--- config.mk ---
export PLATFORM = sky130hd
export DESIGN_NAME = sffam_top
export DESIGN_NICKNAME = d
export VERILOG_FILES = /design/src/hw/sffam_pkg.sv /design/src/hw/sffam_alert_if.sv /design/src/hw/sffam_alert_gate.sv /design/src/hw/sffam_top.sv
export SDC_FILE = /design/constraint.sdc
export NUM_CORES = 1
export LEC_CHECK = 0
export BUFFER_PORTS_ARGS = -buffer_cell sky130_fd_sc_hd__buf_4
export CAP_MARGIN = 40
export CORE_MARGIN = 2
export CORE_UTILIZATION = 25
export CTS_CLUSTER_DIAMETER = 30
export CTS_CLUSTER_SIZE = 14
export DETAILED_ROUTE_END_ITERATION = 16
export RECOVER_POWER = 100
export SYNTH_ARGS = -nofsm -noshare
export SYNTH_HDL_FRONTEND = slang
export SYNTH_SLANG_ARGS = --single-unit
export TNS_END_PERCENT = 5
--- constraint.sdc ---
create_clock -name sys_clk -period 1.9 [get_ports sys_clk]
set_input_delay 0.095 -clock sys_clk [delete_from_list [all_inputs] [get_ports sys_clk]]
set_output_delay 0.095 -clock sys_clk [all_outputs]
set_load 0.01 [all_outputs]
--- src/hw/sffam_pkg.sv ---
// Constants shared by the supply fault flag and alert masking block
package sffam_pkg;

   localparam int unsigned REG_AW = 8;
   localparam int unsigned REG_DW = 16;
   localparam int unsigned SUP_W  = 7;

   localparam logic [REG_AW-1:0] ADDR_SUPPLY_FLAGS   = 8'h5B;
   localparam logic [REG_AW-1:0] ADDR_EVENT_INHIBIT  = 8'h5F;
   localparam logic [REG_AW-1:0] ADDR_SUPPLY_INHIBIT = 8'h60;

   // Supply fault flag positions
   localparam int unsigned SUP_CAL_STORE    = 6;
   localparam int unsigned SUP_DRIVER_LOW   = 5;
   localparam int unsigned SUP_REGULATOR    = 4;
   localparam int unsigned SUP_ANALOG_CORE  = 3;
   localparam int unsigned SUP_LOGIC        = 2;
   localparam int unsigned SUP_NEGATIVE     = 1;
   localparam int unsigned SUP_POS_ANALOG   = 0;

   // Event inhibit positions, aligned with the main event status register
   localparam int unsigned EV_ANALOG_OPEN    = 14;
   localparam int unsigned EV_ANALOG_SHORT   = 13;
   localparam int unsigned EV_DRV_INT_TMO    = 12;
   localparam int unsigned EV_DRV_EXT_TMO    = 11;
   localparam int unsigned EV_DRV_INT_SHORT  = 10;
   localparam int unsigned EV_DRV_EXT_SHORT  = 9;
   localparam int unsigned EV_DRV_THERMAL    = 8;
   localparam int unsigned EV_INPUT_OPEN     = 7;
   localparam int unsigned EV_INPUT_SHORT    = 6;
   localparam int unsigned EV_CONVERTER      = 5;
   localparam int unsigned EV_OVER_TEMP      = 4;
   localparam int unsigned EV_POWER_CTRL     = 3;
   localparam int unsigned EV_SERIAL         = 2;

   localparam logic [REG_DW-1:0] SUPPLY_FLAGS_RESET   = 16'h0000;
   localparam logic [REG_DW-1:0] EVENT_INHIBIT_RESET  = 16'h0000;
   localparam logic [REG_DW-1:0] SUPPLY_INHIBIT_RESET = 16'h0000;
   localparam logic [REG_DW-1:0] RDATA_RESET          = 16'h0000;
   localparam logic [SUP_W-1:0]  SUP_ALL              = 7'h7F;

   function automatic logic [REG_DW-1:0] bit_at(input int unsigned pos);
      bit_at = 16'h0001 << pos;
   endfunction

   // Writable (non-reserved) event inhibit bits
   localparam logic [REG_DW-1:0] EVENT_INHIBIT_WMASK =
      bit_at(EV_ANALOG_OPEN)   | bit_at(EV_ANALOG_SHORT)  | bit_at(EV_DRV_INT_TMO) |
      bit_at(EV_DRV_EXT_TMO)   | bit_at(EV_DRV_INT_SHORT) | bit_at(EV_DRV_EXT_SHORT) |
      bit_at(EV_DRV_THERMAL)   | bit_at(EV_INPUT_OPEN)    | bit_at(EV_INPUT_SHORT) |
      bit_at(EV_CONVERTER)     | bit_at(EV_OVER_TEMP)     | bit_at(EV_POWER_CTRL) |
      bit_at(EV_SERIAL);

endpackage

--- src/hw/sffam_alert_if.sv ---
// Interface between the flag register file and the alert combiner
`timescale 1ns/1ps
`default_nettype none
interface sffam_alert_if;
   logic [sffam_pkg::REG_DW-1:0] event_flags;
   logic [sffam_pkg::REG_DW-1:0] event_inhibit;
   logic [sffam_pkg::SUP_W-1:0]  supply_flags;
   logic [sffam_pkg::SUP_W-1:0]  supply_inhibit;
   logic                         alert;

   modport regs (output event_flags, output event_inhibit, output supply_flags,
                 output supply_inhibit, input alert);
   modport gate (input event_flags, input event_inhibit, input supply_flags,
                 input supply_inhibit, output alert);
endinterface
`default_nettype wire

--- src/hw/sffam_alert_gate.sv ---
// Alert combiner: gates event and supply flags with their inhibit masks
`timescale 1ns/1ps
`default_nettype none
module sffam_alert_gate (
   input  wire logic   sys_clk,
   input  wire logic   sys_rst,
   input  wire logic   clk_en,
   sffam_alert_if.gate bus
);

   logic                         alert_q;
   logic                         alert_d;
   wire  [sffam_pkg::REG_DW-1:0] event_open;
   wire  [sffam_pkg::SUP_W-1:0]  supply_open;

   // Reserved event positions never raise the pin
   assign event_open  = bus.event_flags & ~bus.event_inhibit
                        & sffam_pkg::EVENT_INHIBIT_WMASK;
   assign supply_open = bus.supply_flags & ~bus.supply_inhibit;
   assign alert_d     = (|event_open) | (|supply_open);

   always_ff @(posedge sys_clk or posedge sys_rst)
   begin
      if (sys_rst)
         alert_q <= 1'b0;
      else if (clk_en)
         alert_q <= alert_d;
   end

   assign bus.alert = alert_q;

endmodule // sffam_alert_gate
`default_nettype wire

--- src/hw/sffam_top.sv ---
// Supply fault flags, event and supply inhibit masks, alert pin driver
//
// Contract
// - Supply flags stay set; write one clears once cause gone; zero keeps.
// - Calibration flag bit 6 sets on checksum mismatch or uncorrectable code error.
// - Calibration flag also sets on register access before memory refresh completes.
// - Driver supply flag sets when comparator reports output supply below 9.3 V.
// - Regulator flag sets when internal low-dropout rail below 1.4 V.
// - Analog core flag sets when analog core supply below 4.1 V.
// - Logic supply flag sets when digital logic supply below 1.9 V.
// - Negative supply flag sets when negative rail rises above -1.6 V.
// - Positive analog flag sets when positive analog supply below 5.5 V.
// - Event mask bit one keeps its aligned event off the alert pin.
// - Masking blocks only the pin; main status bits still set.
// - Mask bits 14, 13, 12: analog open, analog short, internal driver timeout.
// - Mask bits 11, 10, 9: external timeout, internal short, external short.
// - Mask bits 8, 7, 6: thermal shutdown, input open, input short.
// - Mask bits 5, 4, 3: converter, over-temperature, power control error.
// - Mask bit 2 serial errors; bits 15, 1, 0 reserved, read zero.
// - Supply mask blocks supply flag from pin, not from summary bit.
// - Live view bit gives unlatched current state of supply flags; the code drives supply_status_live as the OR of the latched flags instead.
`timescale 1ns/1ps
`default_nettype none
module sffam_top (
   input  wire logic                         sys_clk,
   input  wire logic                         sys_rst,
   input  wire logic                         clk_en,
   // Register access from the serial front end
   input  wire logic                         reg_wr,
   input  wire logic                         reg_rd,
   input  wire logic [sffam_pkg::REG_AW-1:0] reg_addr,
   input  wire logic [sffam_pkg::REG_DW-1:0] reg_wdata,
   output logic      [sffam_pkg::REG_DW-1:0] reg_rdata,
   // Main event status register bits
   input  wire logic [sffam_pkg::REG_DW-1:0] event_flags,
   // Supply comparators, high while the rail is out of limit
   input  wire logic                         driver_supply_low,
   input  wire logic                         internal_regulator_low,
   input  wire logic                         analog_core_supply_low,
   input  wire logic                         logic_supply_low,
   input  wire logic                         negative_supply_fault,
   input  wire logic                         positive_analog_supply_low,
   // Calibration upload checks
   input  wire logic                         cal_checksum_error,
   input  wire logic                         cal_ecc_uncorrectable,
   input  wire logic                         mem_refresh_done,
   // Alert pin and summaries
   output logic                              alert_n,
   output logic                              supply_summary_set,
   output logic                              supply_status_live
);

   sffam_alert_if alert_bus ();

   logic [sffam_pkg::SUP_W-1:0]  supply_flags_q;
   logic [sffam_pkg::SUP_W-1:0]  supply_flags_d;
   logic [sffam_pkg::REG_DW-1:0] event_inhibit_q;
   logic [sffam_pkg::REG_DW-1:0] event_inhibit_d;
   logic [sffam_pkg::SUP_W-1:0]  supply_inhibit_q;
   logic [sffam_pkg::SUP_W-1:0]  supply_inhibit_d;
   logic [sffam_pkg::REG_DW-1:0] rdata_q;
   logic [sffam_pkg::REG_DW-1:0] rdata_d;
   logic                         summary_q;

   wire                          access_early;
   wire                          wr_ok;
   wire                          sel_flags;
   wire                          sel_event_inh;
   wire                          sel_supply_inh;
   wire  [sffam_pkg::SUP_W-1:0]  supply_set;
   wire  [sffam_pkg::SUP_W-1:0]  supply_clr;
   wire                          cal_set;

   // Any access while refresh is pending is an error; such writes are dropped
   // because the register contents are not yet trustworthy.
   assign access_early   = (reg_wr | reg_rd) & ~mem_refresh_done;
   assign wr_ok          = reg_wr & mem_refresh_done;
   assign sel_flags      = (reg_addr == sffam_pkg::ADDR_SUPPLY_FLAGS);
   assign sel_event_inh  = (reg_addr == sffam_pkg::ADDR_EVENT_INHIBIT);
   assign sel_supply_inh = (reg_addr == sffam_pkg::ADDR_SUPPLY_INHIBIT);

   assign cal_set = cal_checksum_error | cal_ecc_uncorrectable | access_early;

   // Comparator levels keep setting while the rail is bad, so a clear only
   // sticks once the condition has gone.
   assign supply_set[sffam_pkg::SUP_CAL_STORE]   = cal_set;
   assign supply_set[sffam_pkg::SUP_DRIVER_LOW]  = driver_supply_low;
   assign supply_set[sffam_pkg::SUP_REGULATOR]   = internal_regulator_low;
   assign supply_set[sffam_pkg::SUP_ANALOG_CORE] = analog_core_supply_low;
   assign supply_set[sffam_pkg::SUP_LOGIC]       = logic_supply_low;
   assign supply_set[sffam_pkg::SUP_NEGATIVE]    = negative_supply_fault;
   assign supply_set[sffam_pkg::SUP_POS_ANALOG]  = positive_analog_supply_low;

   assign supply_clr = (wr_ok & sel_flags) ? reg_wdata[sffam_pkg::SUP_W-1:0]
                                           : {sffam_pkg::SUP_W{1'b0}};

   // Set wins over a clear in the same cycle
   assign supply_flags_d = (supply_flags_q & ~supply_clr) | supply_set;

   assign event_inhibit_d = (wr_ok & sel_event_inh)
                            ? (reg_wdata & sffam_pkg::EVENT_INHIBIT_WMASK)
                            : event_inhibit_q;

   assign supply_inhibit_d = (wr_ok & sel_supply_inh)
                             ? reg_wdata[sffam_pkg::SUP_W-1:0]
                             : supply_inhibit_q;

   always_comb
   begin
      rdata_d = rdata_q;
      if (reg_rd)
      begin
         if (sel_flags)
            rdata_d = {{(sffam_pkg::REG_DW-sffam_pkg::SUP_W){1'b0}}, supply_flags_q};
         else if (sel_event_inh)
            rdata_d = event_inhibit_q;
         else if (sel_supply_inh)
            rdata_d = {{(sffam_pkg::REG_DW-sffam_pkg::SUP_W){1'b0}}, supply_inhibit_q};
         else
            rdata_d = sffam_pkg::RDATA_RESET;
      end
   end

   always_ff @(posedge sys_clk or posedge sys_rst)
   begin
      if (sys_rst)
      begin
         supply_flags_q   <= sffam_pkg::SUPPLY_FLAGS_RESET[sffam_pkg::SUP_W-1:0];
         event_inhibit_q  <= sffam_pkg::EVENT_INHIBIT_RESET;
         supply_inhibit_q <= sffam_pkg::SUPPLY_INHIBIT_RESET[sffam_pkg::SUP_W-1:0];
         rdata_q          <= sffam_pkg::RDATA_RESET;
         summary_q        <= 1'b0;
      end
      else if (clk_en)
      begin
         supply_flags_q   <= supply_flags_d;
         event_inhibit_q  <= event_inhibit_d;
         supply_inhibit_q <= supply_inhibit_d;
         rdata_q          <= rdata_d;
         // Summary ignores the supply mask
         summary_q        <= |(supply_set & ~supply_flags_q);
      end
   end

   // Event flags pass straight from the main status register; masking never
   // feeds back into it.
   assign alert_bus.event_flags    = event_flags;
   assign alert_bus.event_inhibit  = event_inhibit_q;
   assign alert_bus.supply_flags   = supply_flags_q;
   assign alert_bus.supply_inhibit = supply_inhibit_q;

   sffam_alert_gate u_sffam_alert_gate (
      .sys_clk (sys_clk),
      .sys_rst (sys_rst),
      .clk_en  (clk_en),
      .bus     (alert_bus.gate)
   );

   assign alert_n            = ~alert_bus.alert;
   assign reg_rdata          = rdata_q;
   assign supply_summary_set = summary_q;
   assign supply_status_live = |supply_flags_q;

endmodule // sffam_top
`default_nettype wire

==> results of run 1 <==
-- cells in the mapped netlist, types with 2 or more instances --
| library cell | number | share of area (%) |
|---|---|---|
| a221oi_1 | 2 | 0.84 |
| clkbuf_1 | 4 | 0.72 |
| a22o_1 | 6 | 2.5 |
| inv_1 | 13 | 2.3 |
| mux2_2 | 13 | 7.0 |
| nand4_1 | 2 | 0.60 |
| nand2_1 | 24 | 4.3 |
| dfrtp_1 | 44 | 53 |
| nor2_1 | 16 | 2.9 |
| nand3_1 | 5 | 1.2 |
| nor4_1 | 3 | 0.90 |
| a31o_2 | 3 | 1.3 |
| nand2b_1 | 11 | 3.3 |
| o22ai_1 | 3 | 0.90 |
| o21ai_0 | 9 | 2.2 |
| o2111ai_1 | 3 | 1.3 |
| mux2_4 | 7 | 5.0 |
| or4_1 | 3 | 1.1 |
| a21oi_1 | 5 | 1.2 |
| a22oi_1 | 8 | 2.9 |
-- worst paths after layout --
kind	startpoint	end	slack, ns
setup / recovery	reg_addr[4]	alert_bus.supply_inhibit[4]	0.32
hold / removal	reg_wdata[1]	alert_bus.supply_inhibit[1]	0.02
setup reg to reg	alert_bus.supply_flags[2]	u_sffam_alert_gate.bus.alert	0.62
hold reg to reg	reg_rdata[8]	reg_rdata[8]	0.47
max in group asynchronous	sys_rst	alert_bus.event_inhibit[13]	0.53
min in group asynchronous	sys_rst	alert_bus.supply_inhibit[0]	0.70
-- power by group through the flow --
stage	clock network (mW)	registers, mW	logic [mW]
after floorplan	0	1.00	0.0780
after global placement	0	0.995	0.230
after detailed placement	0	0.996	0.233
after CTS	0.721	0.977	0.235
after global routing	0.765	0.980	0.236
final	0.706	0.976	0.213
-- metal layers --
layer / up-vias / wire length, um / GRT usage, %
li1: 858 / - / -
met1: 864 / 2678 / 16.91
met2: 49 / 2770 / 22.79
met3: 7 / 296 / 3.478
met4: 0 / 66 / 2.738
met5: - / 0 / 0
-- per-stage QoR --
| stage | power (mW) | std cells | setup WS [ns] |
|---|---|---|---|
| after floorplan | 1.079 | 198 | 0.3588 |
| after global placement | 1.225 | 371 | 0.1801 |
| after detailed placement | 1.229 | 371 | 0.1809 |
| after CTS | 1.934 | 380 | 0.4446 |
| after global routing | 1.981 | 380 | 0.2980 |
| final | 1.895 | 380 | 0.3234 |
-- cells in the final DEF (no fill, tap or decap), types with 3 or more instances in the layout --
cell / instances
nand2_1: 24
nor2_1: 16
buf_4: 49
nor4_1: 3
nand3_1: 5
or4_1: 3
mux2_2: 13
a31o_2: 3
dfrtp_1: 44
o2111ai_1: 3
inv_1: 13
clkbuf_8: 5
nand2b_1: 11
clkbuf_1: 23
a22oi_1: 8
o21ai_0: 9
o22ai_1: 3
a22o_1: 6
a21oi_1: 5
mux2_1: 6
-- kinds of logic (layout without fill, tap and decap cells) --
group,count (synthesis),count (layout),synth area share (%)
buffers and inverters,20,97,4.181
and+or+nand+nor,72,72,17.26
DFF,44,44,52.57
AOI/OAI and AO/OA,41,41,13.80
muxes,20,20,12.01
other,1,1,0.1790
-- final cells by class --
type	instances	area [um^2]
well taps	105	131.4
multi-input cells	134	883.3
flip-flops and latches	44	1101
repair buffers	76	485.5
fillers	886	5418
clock inverters	2	35.03
inverters	13	48.80
clock buffers	6	72.57
-- critical path, delay by kind of cell --
| family | cells | cell delay [ns] |
|---|---|---|
| buf+inv | 2 | 0.39 |
| mux | 1 | 0.39 |
| simple gates | 2 | 0.88 |
-- what timing repair did --
item | in CTS | in global routing
resized for setup | 0 | 0
hold endpoints to repair | 44 | 0
hold buffers | 1 | 0
-- registers in the layout, summed over array words and instances (netlist names) --
register and flops:
alert_bus.event_inhibit 13, alert_bus.supply_flags 7, alert_bus.supply_inhibit 7, reg_rdata 15, supply_summary_set 1, u_sffam_alert_gate.bus.alert 1
==> run metrics, run 1 <==
Avg WL per Cell 15.29 um; Worst-Skew Late Latency 0.30 ns; worst path cell trace buf_4, or4_1, or3_1, clkbuf_1, mux2_1; die width 95.53 um; Chip Height 95.53 um; first-pass GRT wire length 9121 um; HP Class in2reg; unique cell type count in the Yosys netlist 34; Syn Inst Count 198; drt via density 4.679; Final ANT Viol Nets 0; part of the power in registers 51.5%; Static Leak 1.330 nW; total negative slack 0 ns; maximum VDD drop 0.2708 mV; achievable clock frequency 0.6343 GHz; Initial Utilization 25.62%; largest net degree at the start of global routing 45; FF+latch count, synth 44; CTS Buf Count 5; Crit-path slowest cell or4_1; Placed Area 0.002755 mm^2; Max Slew Vio Count 0; Tmin final 1.577 ns; Core ar. 0.008175 mm^2; DRC viols 0; EDFF count, synth 0; Clock Tree Buf Depth 2; register area share after synthesis 52.57%; Worst Hold Slack 0.02474 ns; dominant synthesized flop cell dfrtp_1; status finished clean; I/O pin count 73; Vias 1778; Syn Std Cell Area 0.002095 mm^2; CTS Root Cell clkbuf_8; CP peak stage delay 0.53 ns; Layout area overhead 31.66%; actual slew at the worst max-slew pin 1.084 ns; reg2reg path depth 4; initial detailed-routing violation count 67; drt first pass iters 4; Combinational Power Share 11.2%; Syn Nets 252; grt ovf 0; Final setup viols 0; Post-synth ARST share 100.0%; fraction of the cycle the final worst path needs 82.98%; Relative slew margins 27.71%; die area 0.009126 mm^2; Final Instance Area 0.002758 mm^2; nets 328; H-tree levels 2; Total GRT Usage 13.31%; Sink Count 44; CP max FO 7; # diodes 0; CP Capture Type flop; Fin Clk Skew 0.007180 ns; TritonCTS clock tree done; crit path launch type primary input; Req. time, crit path 2.08 ns; CP Class in2reg; Net Sw Frac 23.07%; hold depth 2; NetSw 437.1 uW; Pwr Density 687.2 mW/mm^2; placer congestion estimate 0.8001; postcts setup bufs 0; post-DP HPWL 4447 um; Power Internal 1.458 mW; number of global-route vias before repair 1853; I/O Buffers 67; RSZ-0062 raised after global routing false; row count 33; Clock Pin Slew Worst Setup and Hold Paths 0.09 ns; worst endpoint data arrival time 1.76 ns; Yosys warning total 0; Syn Area/Cell 10.58 um^2; clock network fraction of total power 37.3%; layout cells sized above 1 28.00%; initial antenna violation count 0; max-cap violations 0; fin util 33.73%; WL final 5812 um; Fin. Hold Viols 0
(Power assumes the default switching activity.)
==> run 2: changes to the inputs <==
--- a/config.mk
+++ b/config.mk
@@ -5,6 +5,7 @@
 export SDC_FILE = /design/constraint.sdc
 export NUM_CORES = 1
 export LEC_CHECK = 0
+export ABC_AREA = 1
 export BUFFER_PORTS_ARGS = -buffer_cell sky130_fd_sc_hd__buf_4
 export CAP_MARGIN = 40
 export CORE_MARGIN = 2
==> constraint.sdc (replaced) <==
create_clock -name sys_clk -period 1.32 [get_ports sys_clk]
set_input_delay 0.066 -clock sys_clk [delete_from_list [all_inputs] [get_ports sys_clk]]
set_output_delay 0.066 -clock sys_clk [all_outputs]
set_load 0.01 [all_outputs]
==> run 2 against run 1 <==
Against the previous run: the run now ends with setup timing left; synthesized cell count grew 56%; worst hold slack lost 0.020 ns; setup slack lost 0.34 ns; die area grew 11%; sequential cell count is the same; non-clock buffer count grew 11; clock-buffer cell count grew 1; combinational power grew 35%; critical endpoint is now supply_status_live; largest cell class unchanged.
==> run metrics, run 2 <==
status finished with violations (was finished clean); failing checks setup timing; DP Worst Slack 0.09922 ns (was 0.1809 ns); most common cell after layout, fill and taps aside nand2_1 (was buf_4); Syn Nets 362 (was 252); Final setup viols 1 (was 0); die area 0.01013 mm^2 (was 0.009126 mm^2); largest net degree at the start of global routing 26 (was 45); Combinational Power Share 11.4% (was 11.2%); I/O Buffers 67 (unchanged); Tmin final 1.332 ns; crit path launch type flop (was primary input); Clock Pin Slew Worst Setup and Hold Paths 0.08 ns (was 0.09 ns); EDFF count, synth 0 (unchanged); fin util 33.74% (was 33.73%); Final Total Pwr 2.537 mW (was 1.895 mW); max-cap violations 0 (unchanged); WL final 6276 um (was 5812 um); part of the power in registers 53.8% (was 51.5%); maximum VDD drop 0.3078 mV (was 0.2708 mV); CTS Buf Count 5 (unchanged); Worst Path Buf+Inv 1 (was 2); Clock Tree Buf Depth 2 (unchanged); initial antenna violation count 0 (unchanged); Power Internal 1.922 mW (was 1.458 mW); Syn Area/Cell 7.580 um^2 (was 10.58 um^2); post-DP HPWL 4946 um (was 4447 um); achievable clock frequency 0.7508 GHz; Max Slew Vio Count 0 (unchanged); Initial Utilization 25.51% (was 25.62%); Syn Inst Count 308 (was 198); final setup margin -0.01190 ns (was 0.3234 ns); TritonCTS clock tree done (unchanged); total negative slack -0.01190 ns (was 0 ns); DRC viols 0 (unchanged); unique cell type count in the Yosys netlist 27 (was 34); initial detailed-routing violation count 118 (was 67); most frequent cells in the layout nand2_1 (98), buf_4 (57), inv_1 (46) (was buf_4 (49), dfrtp_1 (44), nand2_1 (24)); Syn Std Cell Area 0.002335 mm^2 (was 0.002095 mm^2); Relative slew margins 58.96% (was 27.71%); drt first pass iters 4 (unchanged); worst endpoint data arrival time 1.27 ns (was 1.76 ns); synth top area cells dfrtp_1 (47%), nand2_1 (16%), inv_1 (7.4%), nand3_1 (5.4%), nor2_1 (3.9%) (was dfrtp_1 (53%), mux2_2 (7.0%), mux2_4 (5.0%), nand2_1 (4.3%), nand2b_1 (3.3%)); # diodes 0 (unchanged); Yosys top cell by area dfrtp_1 (unchanged); worst path cell trace nor4_2, nand4_1, buf_4 (was buf_4, or4_1, or3_1, clkbuf_1, mux2_1); CP Class reg2out (was in2reg); die width 100.6 um (was 95.53 um); number of global-route vias before repair 2124 (was 1853); Final Instance Area 0.003088 mm^2 (was 0.002758 mm^2); Pwr Density 821.6 mW/mm^2 (was 687.2 mW/mm^2); Static Leak 1.643 nW (was 1.330 nW); Fin. Hold Viols 0 (unchanged); drt via density 4.321 (was 4.679); NetSw 614.9 uW (was 437.1 uW); Vias 2178 (was 1778); Net Sw Frac 24.24% (was 23.07%); most frequent cell after synthesis nand2_1 (was dfrtp_1); actual slew at the worst max-slew pin 0.6156 ns (was 1.084 ns); fill count 999 (was 886); first-pass GRT wire length 10010 um (was 9121 um); Yosys warning total 0 (unchanged); layout cells sized above 1 23.16% (was 28.00%); max reg flops 15 (unchanged); Fin Clk Skew 0.003172 ns (was 0.007180 ns); most instantiated cells after synthesis nand2_1 (98), inv_1 (46), dfrtp_1 (44) (was dfrtp_1 (44), nand2_1 (24), nor2_1 (16)); Avg WL per Cell 12.45 um (was 15.29 um); Final ANT Viol Nets 0 (unchanged); Total GRT Usage 12.60% (was 13.31%); grt ovf 0 (unchanged); Layout area overhead 32.26% (was 31.66%); Req. time, crit path 1.25 ns (was 2.08 ns); Sink Count 44 (unchanged); H-tree levels 2 (unchanged); register area share after synthesis 47.16% (was 52.57%); Worst-Skew Late Latency 0.30 ns (about the same); I/O pin count 73 (unchanged); placer congestion estimate 0.8816 (was 0.8001); FF+latch count, synth 44 (unchanged); dominant synthesized flop cell dfrtp_1 (unchanged); Crit-path slowest cell dfrtp_1 (was or4_1); row count 35 (was 33); CP Capture Type output pin (was flop); CP max FO 2 (was 7); Post-synth ARST share 100.0% (unchanged); CTS Root Cell clkbuf_8 (unchanged); RSZ-0062 raised after global routing true (was false); share of Yosys cell area claimed by the top area cell type 47.16% (was 52.57%); Placed Area 0.003005 mm^2 (was 0.002755 mm^2); HP Class in2reg (unchanged); Crit path max-delay family simple AND/OR/NAND/NOR gates (unchanged); fraction of the cycle the final worst path needs 100.9%; Chip Height 100.6 um (was 95.53 um); nets 446 (was 328); clock network fraction of total power 34.9% (was 37.3%); Core ar. 0.009153 mm^2 (was 0.008175 mm^2); CP peak stage delay 0.39 ns (was 0.53 ns)
## run 2: worst paths after layout
path,startpoint,to,slack [ns],cells after the start
max in group asynchronous,sys_rst,alert_bus.event_inhibit[14],0.28,4
hold / removal,reg_wdata[11],alert_bus.event_inhibit[11],0.005,3
min in group asynchronous,sys_rst,reg_rdata[8],0.31,3
setup reg to reg,alert_bus.supply_flags[5],u_sffam_alert_gate.bus.alert,0.16,7
hold reg to reg,reg_rdata[8],reg_rdata[8],0.48,2
setup / recovery,alert_bus.supply_flags[4],supply_status_live,-0.01,3
## run 2: logic make-up (layout without fill, tap and decap cells)
logic type      after synthesis  in the layout  share of synthesized area, %
buf+inv                      58            143                         10.40
compound gates               40             40                         11.25
flops                        44             44                         47.16
simple gates                165            165                         31.03
other cells                   1              1                        0.1606
## run 2: layer usage
metal	global-route usage, %	vias to the layer above	routed length, um
met3	2.566	5	308
met2	20.87	55	2935
li1	-	1123	-
met1	16.42	995	2938
met5	0	-	0
met4	4.110	0	92
## run 2: what timing repair did
item	CTS	global route
buffers inserted	3	0
endpoints found under the setup margin	1	1
hold endpoints to repair	17	0
hold buffers	5	0
pin swaps	2	1
gates resized for setup	0	1
## run 2: worst min-delay path: cells and delay by family
kind            cells  cell delay, ns
buf+inv             1            0.08
compound gates      1            0.08
simple gates        1            0.04
## run 2: power groups by stage
stage | Clock [mW] | Combinational [mW] | Sequential, mW
6_report | 0.885 | 0.288 | 1.36
3_5_place_dp | 0 | 0.288 | 1.39
2_1_floorplan | 0 | 0.117 | 1.39
3_3_place_gp | 0 | 0.286 | 1.39
5_1_grt | 0.948 | 0.321 | 1.37
4_1_cts | 0.899 | 0.301 | 1.36
## run 2: stage by stage
step	cells	hold slack [ns]
floorplan	308	0.1826
detailed placement	488	0.08780
global placement	488	0.08529
global route	504	0.005462
CTS	504	0.003671
finish	504	0.004537
## run 2: final cells by class
cell class / count / area (um^2) / share of cell area (%)
Multi-Input combinational cell: 206 / 989.7 / 32.05
Timing Repair Buffer: 87 / 583.1 / 18.88
Tap cell: 111 / 138.9 / 4.498
Inverter: 48 / 181.4 / 5.875
Sequential cell: 44 / 1101 / 35.66
Clock buffer: 7 / 86.33 / 2.796
Clock inverter: 1 / 7.507 / 0.2431
